--- src/clk_switch_pkg.sv ---
// constants shared by the dual oscillator clock switch: register map,
// field positions, reset values, wait counts and the source encoding.
// assumes a classic wishbone slave with 32-bit data and byte addresses.
package clk_switch_pkg;

	// ****************************************************************
	// register map: printed offsets are indices, byte address is 4x
	// ****************************************************************
	localparam logic [15:0] SRC_IDX = 16'h5060;
	localparam logic [15:0] CTL_IDX = 16'h5061;
	localparam logic [15:0] STAT_IDX = 16'h5068;
	localparam logic [31:0] SRC_ADDR = {14'h0000, SRC_IDX, 2'b00};
	localparam logic [31:0] CTL_ADDR = {14'h0000, CTL_IDX, 2'b00};
	localparam logic [31:0] STAT_ADDR = {14'h0000, STAT_IDX, 2'b00};

	// ****************************************************************
	// field positions
	// ****************************************************************
	localparam int MAIN_EN_BIT = 0;
	localparam int SUB_EN_BIT = 1;
	localparam int WAIT_LSB = 4;
	localparam int WAIT_MSB = 5;
	localparam int SRC_BIT = 0;
	localparam int ST_MAIN_VALID = 0;
	localparam int ST_SUB_VALID = 1;
	localparam int ST_ACTIVE = 2;
	localparam int ST_CORE_RUN = 3;

	// ****************************************************************
	// reset values
	// ****************************************************************
	localparam logic [7:0] CTL_RST = 8'h01;
	localparam logic [7:0] SRC_RST = 8'h00;

	// ****************************************************************
	// stabilisation counts, stored as terminal value (count - 1)
	// ****************************************************************
	localparam int CNT_W = 10;
	localparam logic [CNT_W-1:0] MAIN_TERM_128 = 10'h07F;
	localparam logic [CNT_W-1:0] MAIN_TERM_256 = 10'h0FF;
	localparam logic [CNT_W-1:0] MAIN_TERM_512 = 10'h1FF;
	localparam logic [CNT_W-1:0] MAIN_TERM_1024 = 10'h3FF;
	localparam logic [CNT_W-1:0] SUB_TERM_256 = 10'h0FF;

	// system clock source
	typedef enum logic {
		SRC_MAIN = 1'b0,
		SRC_SUB = 1'b1
	} src_t;

endpackage : clk_switch_pkg

--- src/dual_oscillator_clock_switch.sv ---
// dual oscillator enable, stabilisation wait and glitch-free system clock
// switch, with its registers on a classic wishbone slave.
// assumes oscillator outputs arrive as levels synchronous to core_clk_i
// and that software follows the documented switching sequences.
`timescale 1ns/1ps

module dual_oscillator_clock_switch (
	input wire logic core_clk_i,
	input wire logic rst_n_i,
	input wire logic sleep_i,
	input wire logic main_osc_clk_i,
	input wire logic sub_osc_clk_i,
	input wire logic wb_cyc_i,
	input wire logic wb_stb_i,
	input wire logic wb_we_i,
	input wire logic [31:0] wb_adr_i,
	input wire logic [3:0] wb_sel_i,
	input wire logic [31:0] wb_dat_i,
	output logic [31:0] wb_dat_o,
	output logic wb_ack_o,
	output logic main_osc_run_o,
	output logic sub_osc_run_o,
	output logic sysclk_o,
	output logic sysclk_src_o,
	output logic core_run_o
);

	// ****************************************************************
	// state
	// ****************************************************************
	logic [7:0] ctl_q, ctl_d;
	logic [7:0] src_q, src_d;
	logic [31:0] dat_q, dat_d;
	logic ack_q, ack_d;
	logic main_run_q, main_run_d;
	logic sub_run_q, sub_run_d;
	logic main_prev_q, main_prev_d;
	logic sub_prev_q, sub_prev_d;
	logic [clk_switch_pkg::CNT_W-1:0] main_cnt_q, main_cnt_d;
	logic [clk_switch_pkg::CNT_W-1:0] sub_cnt_q, sub_cnt_d;
	logic main_valid_q, main_valid_d;
	logic sub_valid_q, sub_valid_d;
	clk_switch_pkg::src_t active_q, active_d;
	logic sys_q, sys_d;
	logic core_run_q, core_run_d;

	logic bus_hit;
	logic [clk_switch_pkg::CNT_W-1:0] main_term;
	clk_switch_pkg::src_t target;
	logic tgt_valid, tgt_lvl, act_valid, act_lvl;

	// wait code to terminal count; code 0 is the longest wait
	function automatic logic [clk_switch_pkg::CNT_W-1:0] wait_term(input logic [1:0] code);
		case (code)
			2'h3: wait_term = clk_switch_pkg::MAIN_TERM_128;
			2'h2: wait_term = clk_switch_pkg::MAIN_TERM_256;
			2'h1: wait_term = clk_switch_pkg::MAIN_TERM_512;
			default: wait_term = clk_switch_pkg::MAIN_TERM_1024;
		endcase
	endfunction : wait_term

	// ****************************************************************
	// register bus
	// ****************************************************************
	// one wait state: ack follows the request, then drops for a cycle
	always_comb
	begin
		bus_hit = wb_cyc_i && wb_stb_i && !ack_q;
		ack_d = bus_hit;
		ctl_d = ctl_q;
		src_d = src_q;
		dat_d = 32'h0000_0000;
		if (bus_hit && wb_we_i && wb_sel_i[0])
		begin
			// reserved bits are dropped so they read back as zero
			if (wb_adr_i[31:2] == clk_switch_pkg::CTL_ADDR[31:2])
			begin
				ctl_d = 8'h00;
				ctl_d[clk_switch_pkg::MAIN_EN_BIT] = wb_dat_i[clk_switch_pkg::MAIN_EN_BIT];
				ctl_d[clk_switch_pkg::SUB_EN_BIT] = wb_dat_i[clk_switch_pkg::SUB_EN_BIT];
				ctl_d[clk_switch_pkg::WAIT_MSB:clk_switch_pkg::WAIT_LSB] =
					wb_dat_i[clk_switch_pkg::WAIT_MSB:clk_switch_pkg::WAIT_LSB];
			end
			if (wb_adr_i[31:2] == clk_switch_pkg::SRC_ADDR[31:2])
			begin
				src_d = 8'h00;
				src_d[clk_switch_pkg::SRC_BIT] = wb_dat_i[clk_switch_pkg::SRC_BIT];
			end
		end
		if (bus_hit && !wb_we_i)
		begin
			// unmapped addresses are acked and read as zero
			if (wb_adr_i[31:2] == clk_switch_pkg::CTL_ADDR[31:2])
				dat_d[7:0] = ctl_q;
			else if (wb_adr_i[31:2] == clk_switch_pkg::SRC_ADDR[31:2])
				dat_d[7:0] = src_q;
			else if (wb_adr_i[31:2] == clk_switch_pkg::STAT_ADDR[31:2])
			begin
				dat_d[clk_switch_pkg::ST_MAIN_VALID] = main_valid_q;
				dat_d[clk_switch_pkg::ST_SUB_VALID] = sub_valid_q;
				dat_d[clk_switch_pkg::ST_ACTIVE] = active_q;
				dat_d[clk_switch_pkg::ST_CORE_RUN] = core_run_q;
			end
		end
	end

	// bus registers
	always_ff @(posedge core_clk_i)
	begin
		if (!rst_n_i)
		begin
			ctl_q <= clk_switch_pkg::CTL_RST;
			src_q <= clk_switch_pkg::SRC_RST;
			dat_q <= 32'h0000_0000;
			ack_q <= 1'b0;
		end
		else
		begin
			ctl_q <= ctl_d;
			src_q <= src_d;
			dat_q <= dat_d;
			ack_q <= ack_d;
		end
	end

	// ****************************************************************
	// oscillator enables and stabilisation counters
	// ****************************************************************
	// a selected source stays running even if its enable bit is clear,
	// so a careless write cannot pull the clock out from under the core
	always_comb
	begin
		main_term = wait_term(ctl_q[clk_switch_pkg::WAIT_MSB:clk_switch_pkg::WAIT_LSB]);
		main_run_d = !sleep_i && (ctl_q[clk_switch_pkg::MAIN_EN_BIT] ||
			active_q == clk_switch_pkg::SRC_MAIN);
		sub_run_d = !sleep_i && (ctl_q[clk_switch_pkg::SUB_EN_BIT] ||
			active_q == clk_switch_pkg::SRC_SUB);
		main_prev_d = main_osc_clk_i;
		sub_prev_d = sub_osc_clk_i;
		main_cnt_d = main_cnt_q;
		main_valid_d = main_valid_q;
		sub_cnt_d = sub_cnt_q;
		sub_valid_d = sub_valid_q;
		// every restart (reset, wake, enable) begins the wait from zero
		if (!main_run_q)
		begin
			main_cnt_d = '0;
			main_valid_d = 1'b0;
		end
		else if (main_osc_clk_i && !main_prev_q && !main_valid_q)
		begin
			if (main_cnt_q >= main_term)
				main_valid_d = 1'b1;
			else
				main_cnt_d = main_cnt_q + 1'b1;
		end
		if (!sub_run_q)
		begin
			sub_cnt_d = '0;
			sub_valid_d = 1'b0;
		end
		else if (sub_osc_clk_i && !sub_prev_q && !sub_valid_q)
		begin
			if (sub_cnt_q == clk_switch_pkg::SUB_TERM_256)
				sub_valid_d = 1'b1;
			else
				sub_cnt_d = sub_cnt_q + 1'b1;
		end
	end

	// oscillator registers
	always_ff @(posedge core_clk_i)
	begin
		if (!rst_n_i)
		begin
			main_run_q <= 1'b1;
			sub_run_q <= 1'b0;
			main_prev_q <= 1'b0;
			sub_prev_q <= 1'b0;
			main_cnt_q <= '0;
			sub_cnt_q <= '0;
			main_valid_q <= 1'b0;
			sub_valid_q <= 1'b0;
		end
		else
		begin
			main_run_q <= main_run_d;
			sub_run_q <= sub_run_d;
			main_prev_q <= main_prev_d;
			sub_prev_q <= sub_prev_d;
			main_cnt_q <= main_cnt_d;
			sub_cnt_q <= sub_cnt_d;
			main_valid_q <= main_valid_d;
			sub_valid_q <= sub_valid_d;
		end
	end

	// ****************************************************************
	// system clock switch
	// ****************************************************************
	// a high phase always runs to its natural end; the handover happens
	// only with the output low and the new source low, so no pulse is cut
	always_comb
	begin
		target = clk_switch_pkg::src_t'(src_q[clk_switch_pkg::SRC_BIT]);
		tgt_valid = (target == clk_switch_pkg::SRC_SUB) ? sub_valid_q : main_valid_q;
		tgt_lvl = (target == clk_switch_pkg::SRC_SUB) ? sub_osc_clk_i : main_osc_clk_i;
		act_valid = (active_q == clk_switch_pkg::SRC_SUB) ? sub_valid_q : main_valid_q;
		act_lvl = (active_q == clk_switch_pkg::SRC_SUB) ? sub_osc_clk_i : main_osc_clk_i;
		active_d = active_q;
		sys_d = act_lvl && act_valid;
		if (!sys_q && target != active_q)
		begin
			sys_d = 1'b0;
			if (tgt_valid && !tgt_lvl)
				active_d = target;
		end
		core_run_d = act_valid && target == active_q;
	end

	// switch registers
	always_ff @(posedge core_clk_i)
	begin
		if (!rst_n_i)
		begin
			active_q <= clk_switch_pkg::SRC_MAIN;
			sys_q <= 1'b0;
			core_run_q <= 1'b0;
		end
		else
		begin
			active_q <= active_d;
			sys_q <= sys_d;
			core_run_q <= core_run_d;
		end
	end

	// outputs, all straight from flip-flops
	assign wb_dat_o = dat_q;
	assign wb_ack_o = ack_q;
	assign main_osc_run_o = main_run_q;
	assign sub_osc_run_o = sub_run_q;
	assign sysclk_o = sys_q;
	assign sysclk_src_o = active_q;
	assign core_run_o = core_run_q;
endmodule : dual_oscillator_clock_switch

--- config.mk ---
export PLATFORM = sky130hd
export DESIGN_NAME = dual_oscillator_clock_switch
export DESIGN_NICKNAME = d
export VERILOG_FILES = /design/src/clk_switch_pkg.sv /design/src/dual_oscillator_clock_switch.sv
export SDC_FILE = /design/constraint.sdc
export NUM_CORES = 1
export LEC_CHECK = 0
export BUFFER_PORTS_ARGS = -buffer_cell sky130_fd_sc_hd__buf_2
export CAP_MARGIN = 20
export CORE_MARGIN = 2
export CORE_UTILIZATION = 41
export CTS_BUF_LIST = sky130_fd_sc_hd__clkbuf_16
export DETAILED_ROUTE_END_ITERATION = 8
export GPL_TIMING_DRIVEN = 1
export PLACE_DENSITY = 0.8
export SLEW_MARGIN = 20
export SYNTH_ARGS = -nofsm -noshare
export SYNTH_HDL_FRONTEND = slang
export SYNTH_SLANG_ARGS = --single-unit
--- constraint.sdc ---
create_clock -name core_clk_i -period 2.3 [get_ports core_clk_i]
set_input_delay 0.46 -clock core_clk_i [delete_from_list [all_inputs] [get_ports core_clk_i]]
set_output_delay 0.46 -clock core_clk_i [all_outputs]
set_load 0.02 [all_outputs]
### Word-level counts from Yosys, hierarchy flattened

Cells that the tools add are included.

* bits in registers: 67
* input port bits: 76
* output and inout port bits: 38
* logic and storage cells: 77

* $add $sub $neg: 2
* order comparisons: 1
* equal/unequal tests: 9
* mux-type cells: 8
* bitwise operators: 4
* reduce and logical (&&, ||, !) cells: 37

Operator list (number)
* 30-bit by 15-bit == test with 1-bit output (second input constant): 3
* 10-bit one-hot mux with 3 select lines: 1
* 10-bit by 1-bit adder with 10-bit output (second input constant): 2
* 2-bit AND reduction: 10
* 1-bit logical AND: 15
* 10-bit by 8-bit == test with 1-bit output (second input constant): 1
* 10-bit >= comparator: 1
* 1-bit logical NOT: 9
* 4-bit two-way mux: 2
* 6-bit two-way mux: 1
* 2-bit == test (second input constant): 2
* 1-bit two-way mux: 4
* 1-bit NOT: 4
* 2-bit by 1-bit == test with 1-bit output (second input constant): 1
* 1-bit logical OR: 2
* 2-bit OR reduction: 1
* 1-bit == test: 1
* 1-bit inequality test: 1

### Longest topological paths before layout

Gate-level depths: netlist (run 1).

* word-level depth: 5
* mapped depth: 7
* mapped depth without buffers: 6

### Worst setup path after synthesis (run 1)

Ideal clock, no wire load.

* kind: register to register
* start: reg ctl_q[4]
* end: reg main_cnt_q[9] (netlist name)
* library setup time: 72 ps
* data arrival time: 2166 ps
* data required time: 2228 ps
* path slack: 63 ps
* cell stages (with the launch flop): 7
* buffers on the path: 0
* clock period less this slack: 2237 ps
* cells stage by stage: dfxtp_1 -> or2_2 -> ha_1 -> or4b_4 -> a211o_1 -> or4_1 -> a21oi_1

* word-level cells in the longest chain between the ends: 5
* elaborated cells on any way between the ends: 7
* those cells by class: order compare (1); eq/ne (3); mux (1); bitwise (1); reduce/logical (1)

RTL lines
* from (decl): line dual_oscillator_clock_switch.sv:31 `logic [7:0] ctl_q, ctl_d;`
* from (signal assigned): line dual_oscillator_clock_switch.sv:112 `ctl_q <= clk_switch_pkg::CTL_RST;`
* from (signal assigned): line dual_oscillator_clock_switch.sv:119 `ctl_q <= ctl_d;`
* 2-bit by 1-bit == test with 1-bit output / 2-bit == test (equally long branches): line dual_oscillator_clock_switch.sv:54 `case (code)`
* 10-bit one-hot mux with 3 select lines (*): line dual_oscillator_clock_switch.sv:54
* 10-bit >= comparator (*): line dual_oscillator_clock_switch.sv:152 `if (main_cnt_q >= main_term)`
* 1-bit NOT (no line) (*)
* 2-bit AND reduction (no line) (*)
* to (signal assigned): line dual_oscillator_clock_switch.sv:191 `main_cnt_q <= main_cnt_d;`
* to (decl): line dual_oscillator_clock_switch.sv:39 `logic [clk_switch_pkg::CNT_W-1:0] main_cnt_q, main_cnt_d;`

Mark *: on every way between the ends. The rest lies on a longest branch, timed or not.
A chain may end at the register's enable or synchronous reset.

### Worst setup path in the final report (run 1)

Ends and elaborated chain as after synthesis.

==> impl_metrics.csv, run 1 <==
group,metric,value,unit
clock_network,clk_latency,280,ps
grt,antenna_found_initial,0,
yosys,synth_edf_count,0,
grt,grt_max_degree,21,
yosys,ys_seq_area_share,37.5,%
critical_path,required,2510,ps
clock_network,clk_pin_slew_worst_paths,60,ps
yosys,ys_types,45,
yosys,avgSynthCellArea,8.51,µm²
placed_design,gp_congestion,0.787,
pwr,ir_drop,0.586,mV
grt,grt_usage,16.1,%
drt,drc,0,
drt,viasPerCell,5.11,
critical_path,rr_worst_depth,6,
placed_design,io_buffers,54,
grt,grt_pass1_wl,7790,µm
timing,finalHoldViolations,0,
final_layout,syn2layout_area_growth,20.2,%
floorplan,std_cell_rows,26,
clock_network,cts_buffer_depth,2,
worst_hold_path,holdPathStages,2,
drt,ant_nets,0,
yosys,synth_area_leaders,"dfxtp_1, buf_4, a21oi_1, nand2_1, ha_1",
placed_design,hpwl,3430,µm
timing,layout_min_cycle_time,2260,ps
timing,fmax,443,MHz
critical_path,crit_chain,"or2_2 > ha_2 > or4b_4 > a211o_1 > or4_1 > a21oi_1",
clock_network,cts_buffers,5,
floorplan,die_w,77.1,µm
critical_path,cpMaxStageDelayCell,"or4b_4",
critical_path,cp_data_arrival_time,2470,ps
clock_network,cts_tree,"yes",
grt,overflow,0,
clock_network,cts-root-buf,"clkbuf_16",
yosys,yosysTopAreaCell,"dfxtp_1",
drt,dr.pass1.iters,4,
drt,drt-total-wl,4620,µm
critical_path,path_buf_inv,0,
floorplan,die_area,5940,µm²
clock_network,htreeDepth,2,
worst_hold_path,min_path_type,"in -> reg",
drt,wl_met3,189,µm
timing,finalSetupTns,0,ps
critical_path,critical_path.top_delay_family,"simple AND/OR/NAND/NOR gates",
timing,rsz0062_at_grt,"true",
drt,wl_met1,2050,µm
floorplan,num_io_pins,114,
final_layout,fin_cells,390,
final_layout,final_nets,400,
drt,post_drt_wl_per_cell,11.9,µm
critical_path,worstReg2RegEnd,"main_cnt_q[9]$_SDFFE_PN0P_",
final_layout,nFillCells,495,
timing,maxSlewViolCount,0,
floorplan,core_area,5140,µm²
timing,tightest_slew,658,ps
critical_path,crit_path_max_incr_delay,500,ps
final_layout,num_antenna_cells,0,
worst_hold_path,min_to,"sub_osc_run_o$_SDFF_PN0_",
critical_path,worst_setup_path_start_kind,"register",
job,max_cap_viol_count,0,
yosys,ys_ff_latch,41,
critical_path,critPathCaptureType,"register",
timing,finalSetupViolations,0,
clock_network,cts.sinks,41,
worst_hold_path,hold_path.startpoint,"sleep_i",
yosys,ys_warn_count,0,
drt,highest-signal-layer,"met4",
yosys,syn_inst,257,
placed_design,dp_cells,380,
floorplan,dieHeight,77.1,µm
timing,finalClockSkew,3.76,ps
yosys,async_flop_share,0,%
floorplan,initial_utilization,42.6,%
drt,drt-initial-drc-count,120,
timing,maxSlewHeadroom,55.8,%
critical_path,path_class,"reg -> reg",
final_layout,drive_gt1_share,25.0,%
yosys,ys.flop_type,"dfxtp_1",
drt,routed-via-count,1993,
grt,grt_pass1_vias,1770,
pwr,leakage,0.00109,µW
yosys,netlist_area,2190,µm²
drt,dr_wl_met2,2310,µm
status,outcome,"finished clean",
yosys,yosysTopAreaCellShare,37.5,%
critical_path,critPathMaxFanout,5,
pwr,power_density,571,nW/µm²
critical_path,r2r-start,"ctl_q[4]$_SDFFE_PN0P_",
critical_path,reg2reg_setup_slack,40,ps
final_layout,final_util,51.2,%
timing,min_period_over_period,98.1,%
## synth_stat cells, types with 3 or more instances
cell      number
and3_1         6
nor2_1        12
a31oi_1        3
or3_1          4
buf_4         26
nor2b_1        6
or2_2          3
nor3_1         3
dfxtp_1       41
nand4_1        7
nand2b_1       4
ha_1           5
nor4_1         7
or4_1          6
o21ai_0       11
nand2_1       23
nand3_1        8
mux2i_1        6
and2_1         5
o31ai_1        7
a21oi_1       19
clkbuf_1       7
inv_1          5
## layout make-up
class                   count  area (µm²)  share of cell area, %
multi-input cells         203        1230                   46.7
well taps                  70        87.6                   3.33
clock buffers               5         125                   4.76
clock inverters             3        11.3                  0.428
flip-flops and latches     41         821                   31.2
repair buffers             63         338                   12.8
inverters                   5        18.8                  0.713
## how the worst max path moves through the flow
stage / slack [ps] / depth (start not counted) / endpoint / start
detailed placement: -8 / 6 / main_cnt_q[9]$_SDFFE_PN0P_ / ctl_q[4]$_SDFFE_PN0P_
floorplan: 60 / 6 / main_cnt_q[9]$_SDFFE_PN0P_ / ctl_q[4]$_SDFFE_PN0P_
finish: 40 / 6 / main_cnt_q[9]$_SDFFE_PN0P_ / ctl_q[4]$_SDFFE_PN0P_
global placement: -0.8 / 6 / main_cnt_q[9]$_SDFFE_PN0P_ / ctl_q[4]$_SDFFE_PN0P_
CTS: 8 / 6 / main_cnt_q[9]$_SDFFE_PN0P_ / ctl_q[4]$_SDFFE_PN0P_
global route: -20 / 6 / main_cnt_q[9]$_SDFFE_PN0P_ / ctl_q[4]$_SDFFE_PN0P_
## cell families after synthesis
family,synth area share [%]
adder cells (fa/ha/maj),2.86
flip-flops,37.5
XOR/XNOR,0.801
multiplexers,2.74
other,0.171
buffers and inverters,11.0
AND/OR/NAND/NOR,28.9
AO/OA/AOI/OAI,16.1
## per-stage QoR
| stage | power (µW) | instance area [µm²] | hold WS, ps | setup WS [ps] |
|---|---|---|---|---|
| global placement | 860 | 2470 | 450 | -0.802 |
| floorplan | 846 | 2280 | 440 | 62.7 |
| global route | 1560 | 2630 | 371 | -15.3 |
| CTS | 1520 | 2630 | 359 | 8.20 |
| detailed placement | 863 | 2470 | 479 | -7.72 |
| finish | 1500 | 2630 | 361 | 44.3 |
## registers in the layout (all words and copies together) (netlist names)
signal and count:
wb_dat_o 6, sub_cnt_q 10, main_cnt_q 10, sysclk_src_o 1, sub_valid_q 1, sub_osc_run_o 1
core_run_o 1, ctl_q 4, main_osc_run_o 1, main_valid_q 1, sub_prev_q 1, sysclk_o 1
main_prev_q 1, src_q 1, wb_ack_o 1
## where the power goes
| part | total, µW | internal, µW | leakage, µW | switching [µW] |
|---|---|---|---|---|
| clock network | 652 | 390 | 0.0000776 | 262 |
| registers | 719 | 716 | 0.000331 | 3.34 |
| logic | 132 | 49.7 | 0.000686 | 82.6 |
| total | 1500 | 1160 | 0.00109 | 348 |
## worst register-to-register path, stage by stage, from the launching register on
cell and delay, ps:
dfxtp_1 300, or2_2 290, ha_2 180, or4b_4 500, a211o_1 310, or4_1 480
a21oi_1 120
## cell usage in the layout (no fill, tap or decap), types with 3 or more instances in the layout
cell type | synthesis | routed
a21oi_1 | 19 | 19
a31oi_1 | 3 | 3
and2_1 | 5 | 5
and3_1 | 6 | 6
buf_2 | 0 | 54
buf_4 | 26 | 9
clkbuf_16 | 0 | 5
conb_1 | 1 | 26
dfxtp_1 | 41 | 41
ha_1 | 5 | 4
inv_1 | 5 | 8
mux2i_1 | 6 | 6
nand2_1 | 23 | 23
nand2b_1 | 4 | 4
nand3_1 | 8 | 8
nand4_1 | 7 | 7
nor2_1 | 12 | 12
nor2b_1 | 6 | 6
nor3_1 | 3 | 3
nor4_1 | 7 | 7
o21ai_0 | 11 | 11
o31ai_1 | 7 | 7
or2_2 | 3 | 3
or3_1 | 4 | 4
or4_1 | 6 | 6
## routing by layer
layer / GRT usage, % / vias to the layer above
met5: 0 / -
met4: 5.36 / 0
met3: 4.71 / 5
met2: 27.5 / 43
met1: 19.3 / 929
li1: - / 1016
## repair_timing
| item | CTS | global route |
|---|---|---|
| gates cloned | 0 | 0 |
| hold buffers | 0 | 0 |
| setup endpoints to repair | 1 | 4 |
| pin swaps | 3 | 1 |
| buffers inserted | 2 | 0 |
| gates resized for setup | 1 | 1 |
Note: power is estimated with default switching activity, not from simulation.
==> run 2: changes to the inputs <==
--- a/config.mk
+++ b/config.mk
@@ -7,8 +7,10 @@
 export LEC_CHECK = 0
 export BUFFER_PORTS_ARGS = -buffer_cell sky130_fd_sc_hd__buf_2
 export CAP_MARGIN = 20
+export CELL_PAD_IN_SITES_DETAIL_PLACEMENT = 1
+export CELL_PAD_IN_SITES_GLOBAL_PLACEMENT = 1
 export CORE_MARGIN = 2
-export CORE_UTILIZATION = 41
+export CORE_UTILIZATION = 29
 export CTS_BUF_LIST = sky130_fd_sc_hd__clkbuf_16
 export DETAILED_ROUTE_END_ITERATION = 8
 export GPL_TIMING_DRIVEN = 1
==> run 2 against run 1 <==
Effect of this change: critical path depth did not move; clock skew rose by 1.7 ps; maximum frequency rose by 1.2%; clock-buffer cell count did not move; non-clock buffer count fell by 3; global-route usage fell by 2.1 points; cell area rose by 2.2%; largest cell class unchanged; largest power group is now clock.
==> impl_metrics.csv, run 2 (synthesized netlist as in run 1, its figures left out) <==
group,metric,value,unit
status,outcome,"finished clean",
timing,maxSlewViolCount,0,
timing,finalHoldViolations,0,
drt,viasPerCell,4.93,
floorplan,initial_utilization,30.0,%
clock_network,cts-root-buf,"clkbuf_16",
critical_path,crit_path_max_incr_delay,510,ps
drt,ant_nets,0,
pwr,power_frac_clock,47.8,%
final_layout,syn2layout_area_growth,22.9,%
pwr,leakage,0.00108,µW
timing,finalSetupViolations,0,
final_layout,nFillCells,923,
grt,grt_max_degree,22,
pwr,ir_drop,0.405,mV
final_layout,fin_area,2690,µm²
placed_design,io_buffers,54,
clock_network,cts.sinks,41,
grt,grt_usage,14.0,%
grt,overflow,0,
clock_network,cts_hold_buffers,0,
critical_path,rr_worst_depth,6,
timing,min_period_over_period,96.9,%
pwr,power_density,606,nW/µm²
final_layout,final_common_cell,"buf_2",
timing,postLayoutSetupSlackWorst,70.9,ps
pwr,seq_power_share,44.1,%
pwr,p_int,1270,µW
pwr,combPwrFrac,8.1,%
pwr,switchingPower,360,µW
timing,rsz0062_at_grt,"false",
timing,fmax,449,MHz
grt,grt_pass1_vias,2034,
critical_path,required,2500,ps
floorplan,num_io_pins,114,
floorplan,die_area,8260,µm²
grt,antenna_found_initial,0,
grt,grt_pass1_wl,9470,µm
worst_hold_path,min_path_type,"in -> reg",
timing,finalSetupTns,0,ps
timing,finalClockSkew,5.50,ps
placed_design,hpwl,4250,µm
placed_design,gp_congestion,0.723,
drt,post_drt_wl_per_cell,13.4,µm
placed_design,post-place-ws,-72.3,ps
final_layout,most-common-layout-cells,"buf_2, dfxtp_1, conb_1",
critical_path,critPathCaptureType,"register",
floorplan,die_w,90.9,µm
drt,routed-via-count,2049,
timing,layout_min_cycle_time,2230,ps
drt,drt-initial-drc-count,59,
clock_network,htreeDepth,2,
critical_path,cp_data_arrival_time,2430,ps
critical_path,worst_setup_path_start_kind,"register",
drt,drt-total-wl,5580,µm
critical_path,critPathMaxFanout,6,
clock_network,clk_pin_slew_worst_paths,60,ps
final_layout,final_nets,397,
critical_path,cpMaxStageDelayCell,"or4b_4",
pwr,switching_share,22.1,%
drt,drc,0,
clock_network,cts_buffers,5,
drt,dr.pass1.iters,4,
floorplan,std_cell_rows,31,
clock_network,clk_latency,280,ps
clock_network,cts_tree,"yes",
placed_design,placed_cell_area,2500,µm²
critical_path,path_class,"reg -> reg",
final_layout,num_antenna_cells,0,
critical_path,crit_chain,"or2_4 > ha_4 > or4b_4 > a211o_4 > or4_1 > a21oi_1",
clock_network,cts_buffer_depth,2,
final_layout,drive_gt1_share,25.2,%
floorplan,dieHeight,90.9,µm
final_layout,final_util,36.9,%
worst_hold_path,holdPathStages,2,
job,max_cap_viol_count,0,
timing,holdWs,364,ps
floorplan,core_area,7290,µm²
## run 2: cell count changes in the layout (fill, tap and decap cells not counted)
cell / change
a21o_4: -1
or2_2: -1
inv_1: -3
ha_4: +1
a211o_4: +1
bufinv_16: +1
a211o_1: -1
clkinv_1: +1
or2_4: +1
a21o_2: +1
buf_4: -3
ha_2: -1
clkinvlp_4: +1
## run 2: worst paths after layout
kind,startpoint,endpoint,slack (ps)
hold / removal,sleep_i,sub_osc_run_o$_SDFF_PN0_,360
hold reg to reg,ctl_q[1]$_SDFFE_PN0P_,ctl_q[1]$_SDFFE_PN0P_,480
setup / recovery,ctl_q[4]$_SDFFE_PN0P_,main_cnt_q[9]$_SDFFE_PN0P_,70
setup reg to reg,ctl_q[4]$_SDFFE_PN0P_,main_cnt_q[9]$_SDFFE_PN0P_,70
## run 2: timing repair
item                       4_1_cts  5_1_grt
setup endpoints to repair        4        2
setup buffers                    0        0
gates resized for setup          4        0
pin swaps                        3        1
hold endpoints to repair         0        0
## run 2: cell type report
class | instances | area (µm²) | area share (%)
Multi-Input combinational cell | 203 | 1240 | 46.3
Clock inverter | 3 | 41.3 | 1.53
Tap cell | 99 | 124 | 4.60
Clock buffer | 5 | 125 | 4.65
Inverter | 5 | 18.8 | 0.698
Timing Repair Buffer | 60 | 315 | 11.7
Sequential cell | 41 | 821 | 30.5
## run 2: critical path: cells and delay by family, from the launching register on
| kind | cells | cell delay (ps) |
|---|---|---|
| and+or+nand+nor | 3 | 1240 |
| DFF | 1 | 310 |
| AOI/OAI and AO/OA | 2 | 440 |
| adders and majority gates | 1 | 160 |
## run 2: routing by layer
layer | track usage (%) | up-vias | routed length (µm)
li1 | - | 1016 | -
met3 | 3.67 | 8 | 209
met5 | 0 | - | 0
met4 | 3.79 | 0 | 72
met2 | 25.9 | 39 | 2990
met1 | 15.8 | 986 | 2310
## run 2: power groups by stage
stage               combinational (µW)  sequential [µW]  clock [µW]
floorplan                          110              736           0
global placement                   126              735           0
detailed placement                 130              735           0
CTS                                132              719         799
global route                       146              720         827
finish                             132              719         778
## run 2: per-stage QoR
stage,power (µW),instances
2_1_floorplan,846,282
3_3_place_gp,861,408
3_5_place_dp,865,408
4_1_cts,1650,416
5_1_grt,1690,416
6_report,1630,416
==> run 3: changes to the inputs <==
--- a/config.mk
+++ b/config.mk
@@ -15,6 +15,7 @@
 export DETAILED_ROUTE_END_ITERATION = 8
 export GPL_TIMING_DRIVEN = 1
 export PLACE_DENSITY = 0.8
+export REMOVE_ABC_BUFFERS = 1
 export SLEW_MARGIN = 20
 export SYNTH_ARGS = -nofsm -noshare
 export SYNTH_HDL_FRONTEND = slang
==> run 3 against run 2 <==
Effect of this change: register-to-register slack got worse by 50 ps; power decreased by 6.8%; cell count increased by 0.48%; clock power decreased by 15%; cell area decreased by 0.98%; critical endpoint is now main_cnt_q[4]$_SDFFE_PN0P_; largest cell class unchanged.
==> impl_metrics.csv, run 3 (synthesized netlist as in run 1, its figures left out) <==
group,metric,value,unit
placed_design,placed_cell_area,2510,µm²
critical_path,reg2reg_setup_slack,20,ps
final_layout,drive_gt1_share,25.4,%
timing,layout_min_cycle_time,2280,ps
floorplan,num_io_pins,114,
pwr,leakage,0.00108,µW
placed_design,hpwl,4360,µm
clock_network,clk_pin_slew_worst_paths,60,ps
worst_hold_path,min_path_type,"in -> reg",
timing,maxSlewHeadroom,55.3,%
grt,grt_pass1_vias,1967,
grt,antenna_found_initial,0,
final_layout,num_antenna_cells,0,
final_layout,syn2layout_area_growth,21.7,%
grt,grt_usage,13.9,%
pwr,seq_power_share,47.4,%
clock_network,cts_buffers,5,
final_layout,fin_area,2660,µm²
timing,finalClockSkew,3.15,ps
critical_path,required,2510,ps
worst_hold_path,holdPathStages,2,
worst_hold_path,hold_path.startpoint,"sleep_i",
drt,viasPerCell,4.94,
critical_path,critPathMaxFanout,9,
critical_path,critPathCaptureType,"register",
worst_hold_path,min_to,"sub_osc_run_o$_SDFF_PN0_",
grt,overflow,0,
floorplan,initial_utilization,30.0,%
critical_path,cp_data_arrival_time,2490,ps
timing,finalHoldViolations,0,
placed_design,io_buffers,54,
drt,routed-via-count,2064,
critical_path,rr_worst_depth,6,
floorplan,dieHeight,90.9,µm
timing,maxSlewViolCount,0,
pwr,p_int,1160,µW
timing,rsz0062_at_grt,"true",
drt,ant_nets,0,
placed_design,dp_cells,410,
job,max_cap_viol_count,0,
floorplan,die_area,8260,µm²
drt,post_drt_wl_per_cell,13.7,µm
clock_network,cts.sinks,41,
clock_network,cts_setup_buffers,0,
pwr,switchingPower,363,µW
final_layout,nFillCells,945,
final_layout,final_nets,399,
timing,tightest_slew,666,ps
clock_network,cts-root-buf,"clkbuf_16",
pwr,power_frac_clock,43.8,%
pwr,combPwrFrac,8.8,%
drt,drt-total-wl,5740,µm
clock_network,cts_buffer_depth,2,
clock_network,htreeDepth,2,
critical_path,worstReg2RegEnd,"main_cnt_q[4]$_SDFFE_PN0P_",
floorplan,std_cell_rows,31,
drt,drt-initial-drc-count,48,
pwr,power_density,570,nW/µm²
final_layout,fin_cells,418,
grt,grt_max_degree,15,
grt,grt_pass1_wl,9340,µm
critical_path,worst_setup_path_start_kind,"register",
pwr,ir_drop,0.343,mV
status,outcome,"finished clean",
floorplan,core_area,7290,µm²
final_layout,most-common-layout-cells,"buf_2, dfxtp_1, conb_1",
drt,drc,0,
final_layout,final_common_cell,"buf_2",
drt,dr.pass1.iters,4,
clock_network,cts_tree,"yes",
timing,fmax,439,MHz
timing,finalSetupViolations,0,
timing,min_period_over_period,99.1,%
pwr,switching_share,23.9,%
critical_path,path_class,"reg -> reg",
floorplan,die_w,90.9,µm
placed_design,gp_congestion,0.731,
clock_network,clk_latency,280,ps
critical_path,r2r-start,"ctl_q[4]$_SDFFE_PN0P_",
[run 3: cell count changes in the layout (fill, tap and decap cells not counted)]
cell        previous run  this run
clkinvlp_4             1         0
or2_2                  2         3
clkinv_2               0         1
buf_4                  6         8
ha_4                   1         0
clkinv_1               1         2
ha_2                   0         1
or2_4                  1         0
bufinv_16              1         0
[run 3: final cells by class]
cell class / count / area (µm²) / area share [%]
multi-input cells: 203 / 1230 / 46.3
flip-flops and latches: 41 / 821 / 30.8
repair buffers: 62 / 330 / 12.4
clock buffers: 5 / 125 / 4.70
well taps: 99 / 124 / 4.65
inverters: 5 / 18.8 / 0.705
clock inverters: 3 / 12.5 / 0.470
[run 3: critical path, cell delays in order, from the launching register on]
cell and delay, ps:
dfxtp_1 320, or2_2 300, ha_2 180, or4b_4 510
a21o_2 270, or4_1 480, a21oi_1 140
[run 3: through the flow]
stage / setup TNS (ps) / setup slack [ps] / total power [µW] / util, % / hold WS [ps]
6_report: 0 / 20.3 / 1520 / 36.5 / 364
2_1_floorplan: 0 / 63.0 / 809 / - / 440
4_1_cts: 0 / 14.3 / 1530 / 36.4 / 357
5_1_grt: -41.1 / -23.1 / 1580 / 36.5 / 361
3_3_place_gp: 0 / 2.80 / 862 / 34.5 / 453
3_5_place_dp: -35.9 / -35.9 / 867 / 34.5 / 469
[run 3: repair_timing]
item | 4_1_cts | 5_1_grt
pin swaps | 4 | 1
gates resized for setup | 1 | 1
hold buffers | 0 | 0
endpoints found under the setup margin | 2 | 4
[run 3: worst max path at each step]
stage | start | endpoint | cells after the start
finish | ctl_q[4]$_SDFFE_PN0P_ | main_cnt_q[4]$_SDFFE_PN0P_ | 6
CTS | ctl_q[4]$_SDFFE_PN0P_ | main_cnt_q[3]$_SDFFE_PN0P_ | 6
global route | ctl_q[4]$_SDFFE_PN0P_ | main_cnt_q[3]$_SDFFE_PN0P_ | 6
floorplan | ctl_q[4]$_SDFFE_PN0P_ | main_cnt_q[9]$_SDFFE_PN0P_ | 6
global placement | ctl_q[4]$_SDFFE_PN0P_ | main_cnt_q[9]$_SDFFE_PN0P_ | 6
detailed placement | ctl_q[4]$_SDFFE_PN0P_ | main_cnt_q[9]$_SDFFE_PN0P_ | 6
[run 3: routing by layer]
metal,up-vias,GRT usage (%),wire [µm]
met4,0,5.18,103
li1,1013,-,-
met1,990,15.9,2440
met5,-,0,0
met3,9,2.67,228
met2,52,25.4,2970
[run 3: power by group through the flow]
| stage | Clock (µW) | Sequential, µW | Combinational (µW) |
|---|---|---|---|
| floorplan | 0 | 736 | 72.6 |
| global placement | 0 | 734 | 127 |
| detailed placement | 0 | 735 | 132 |
| CTS | 682 | 719 | 133 |
| global route | 713 | 720 | 146 |
| finish | 665 | 719 | 133 |
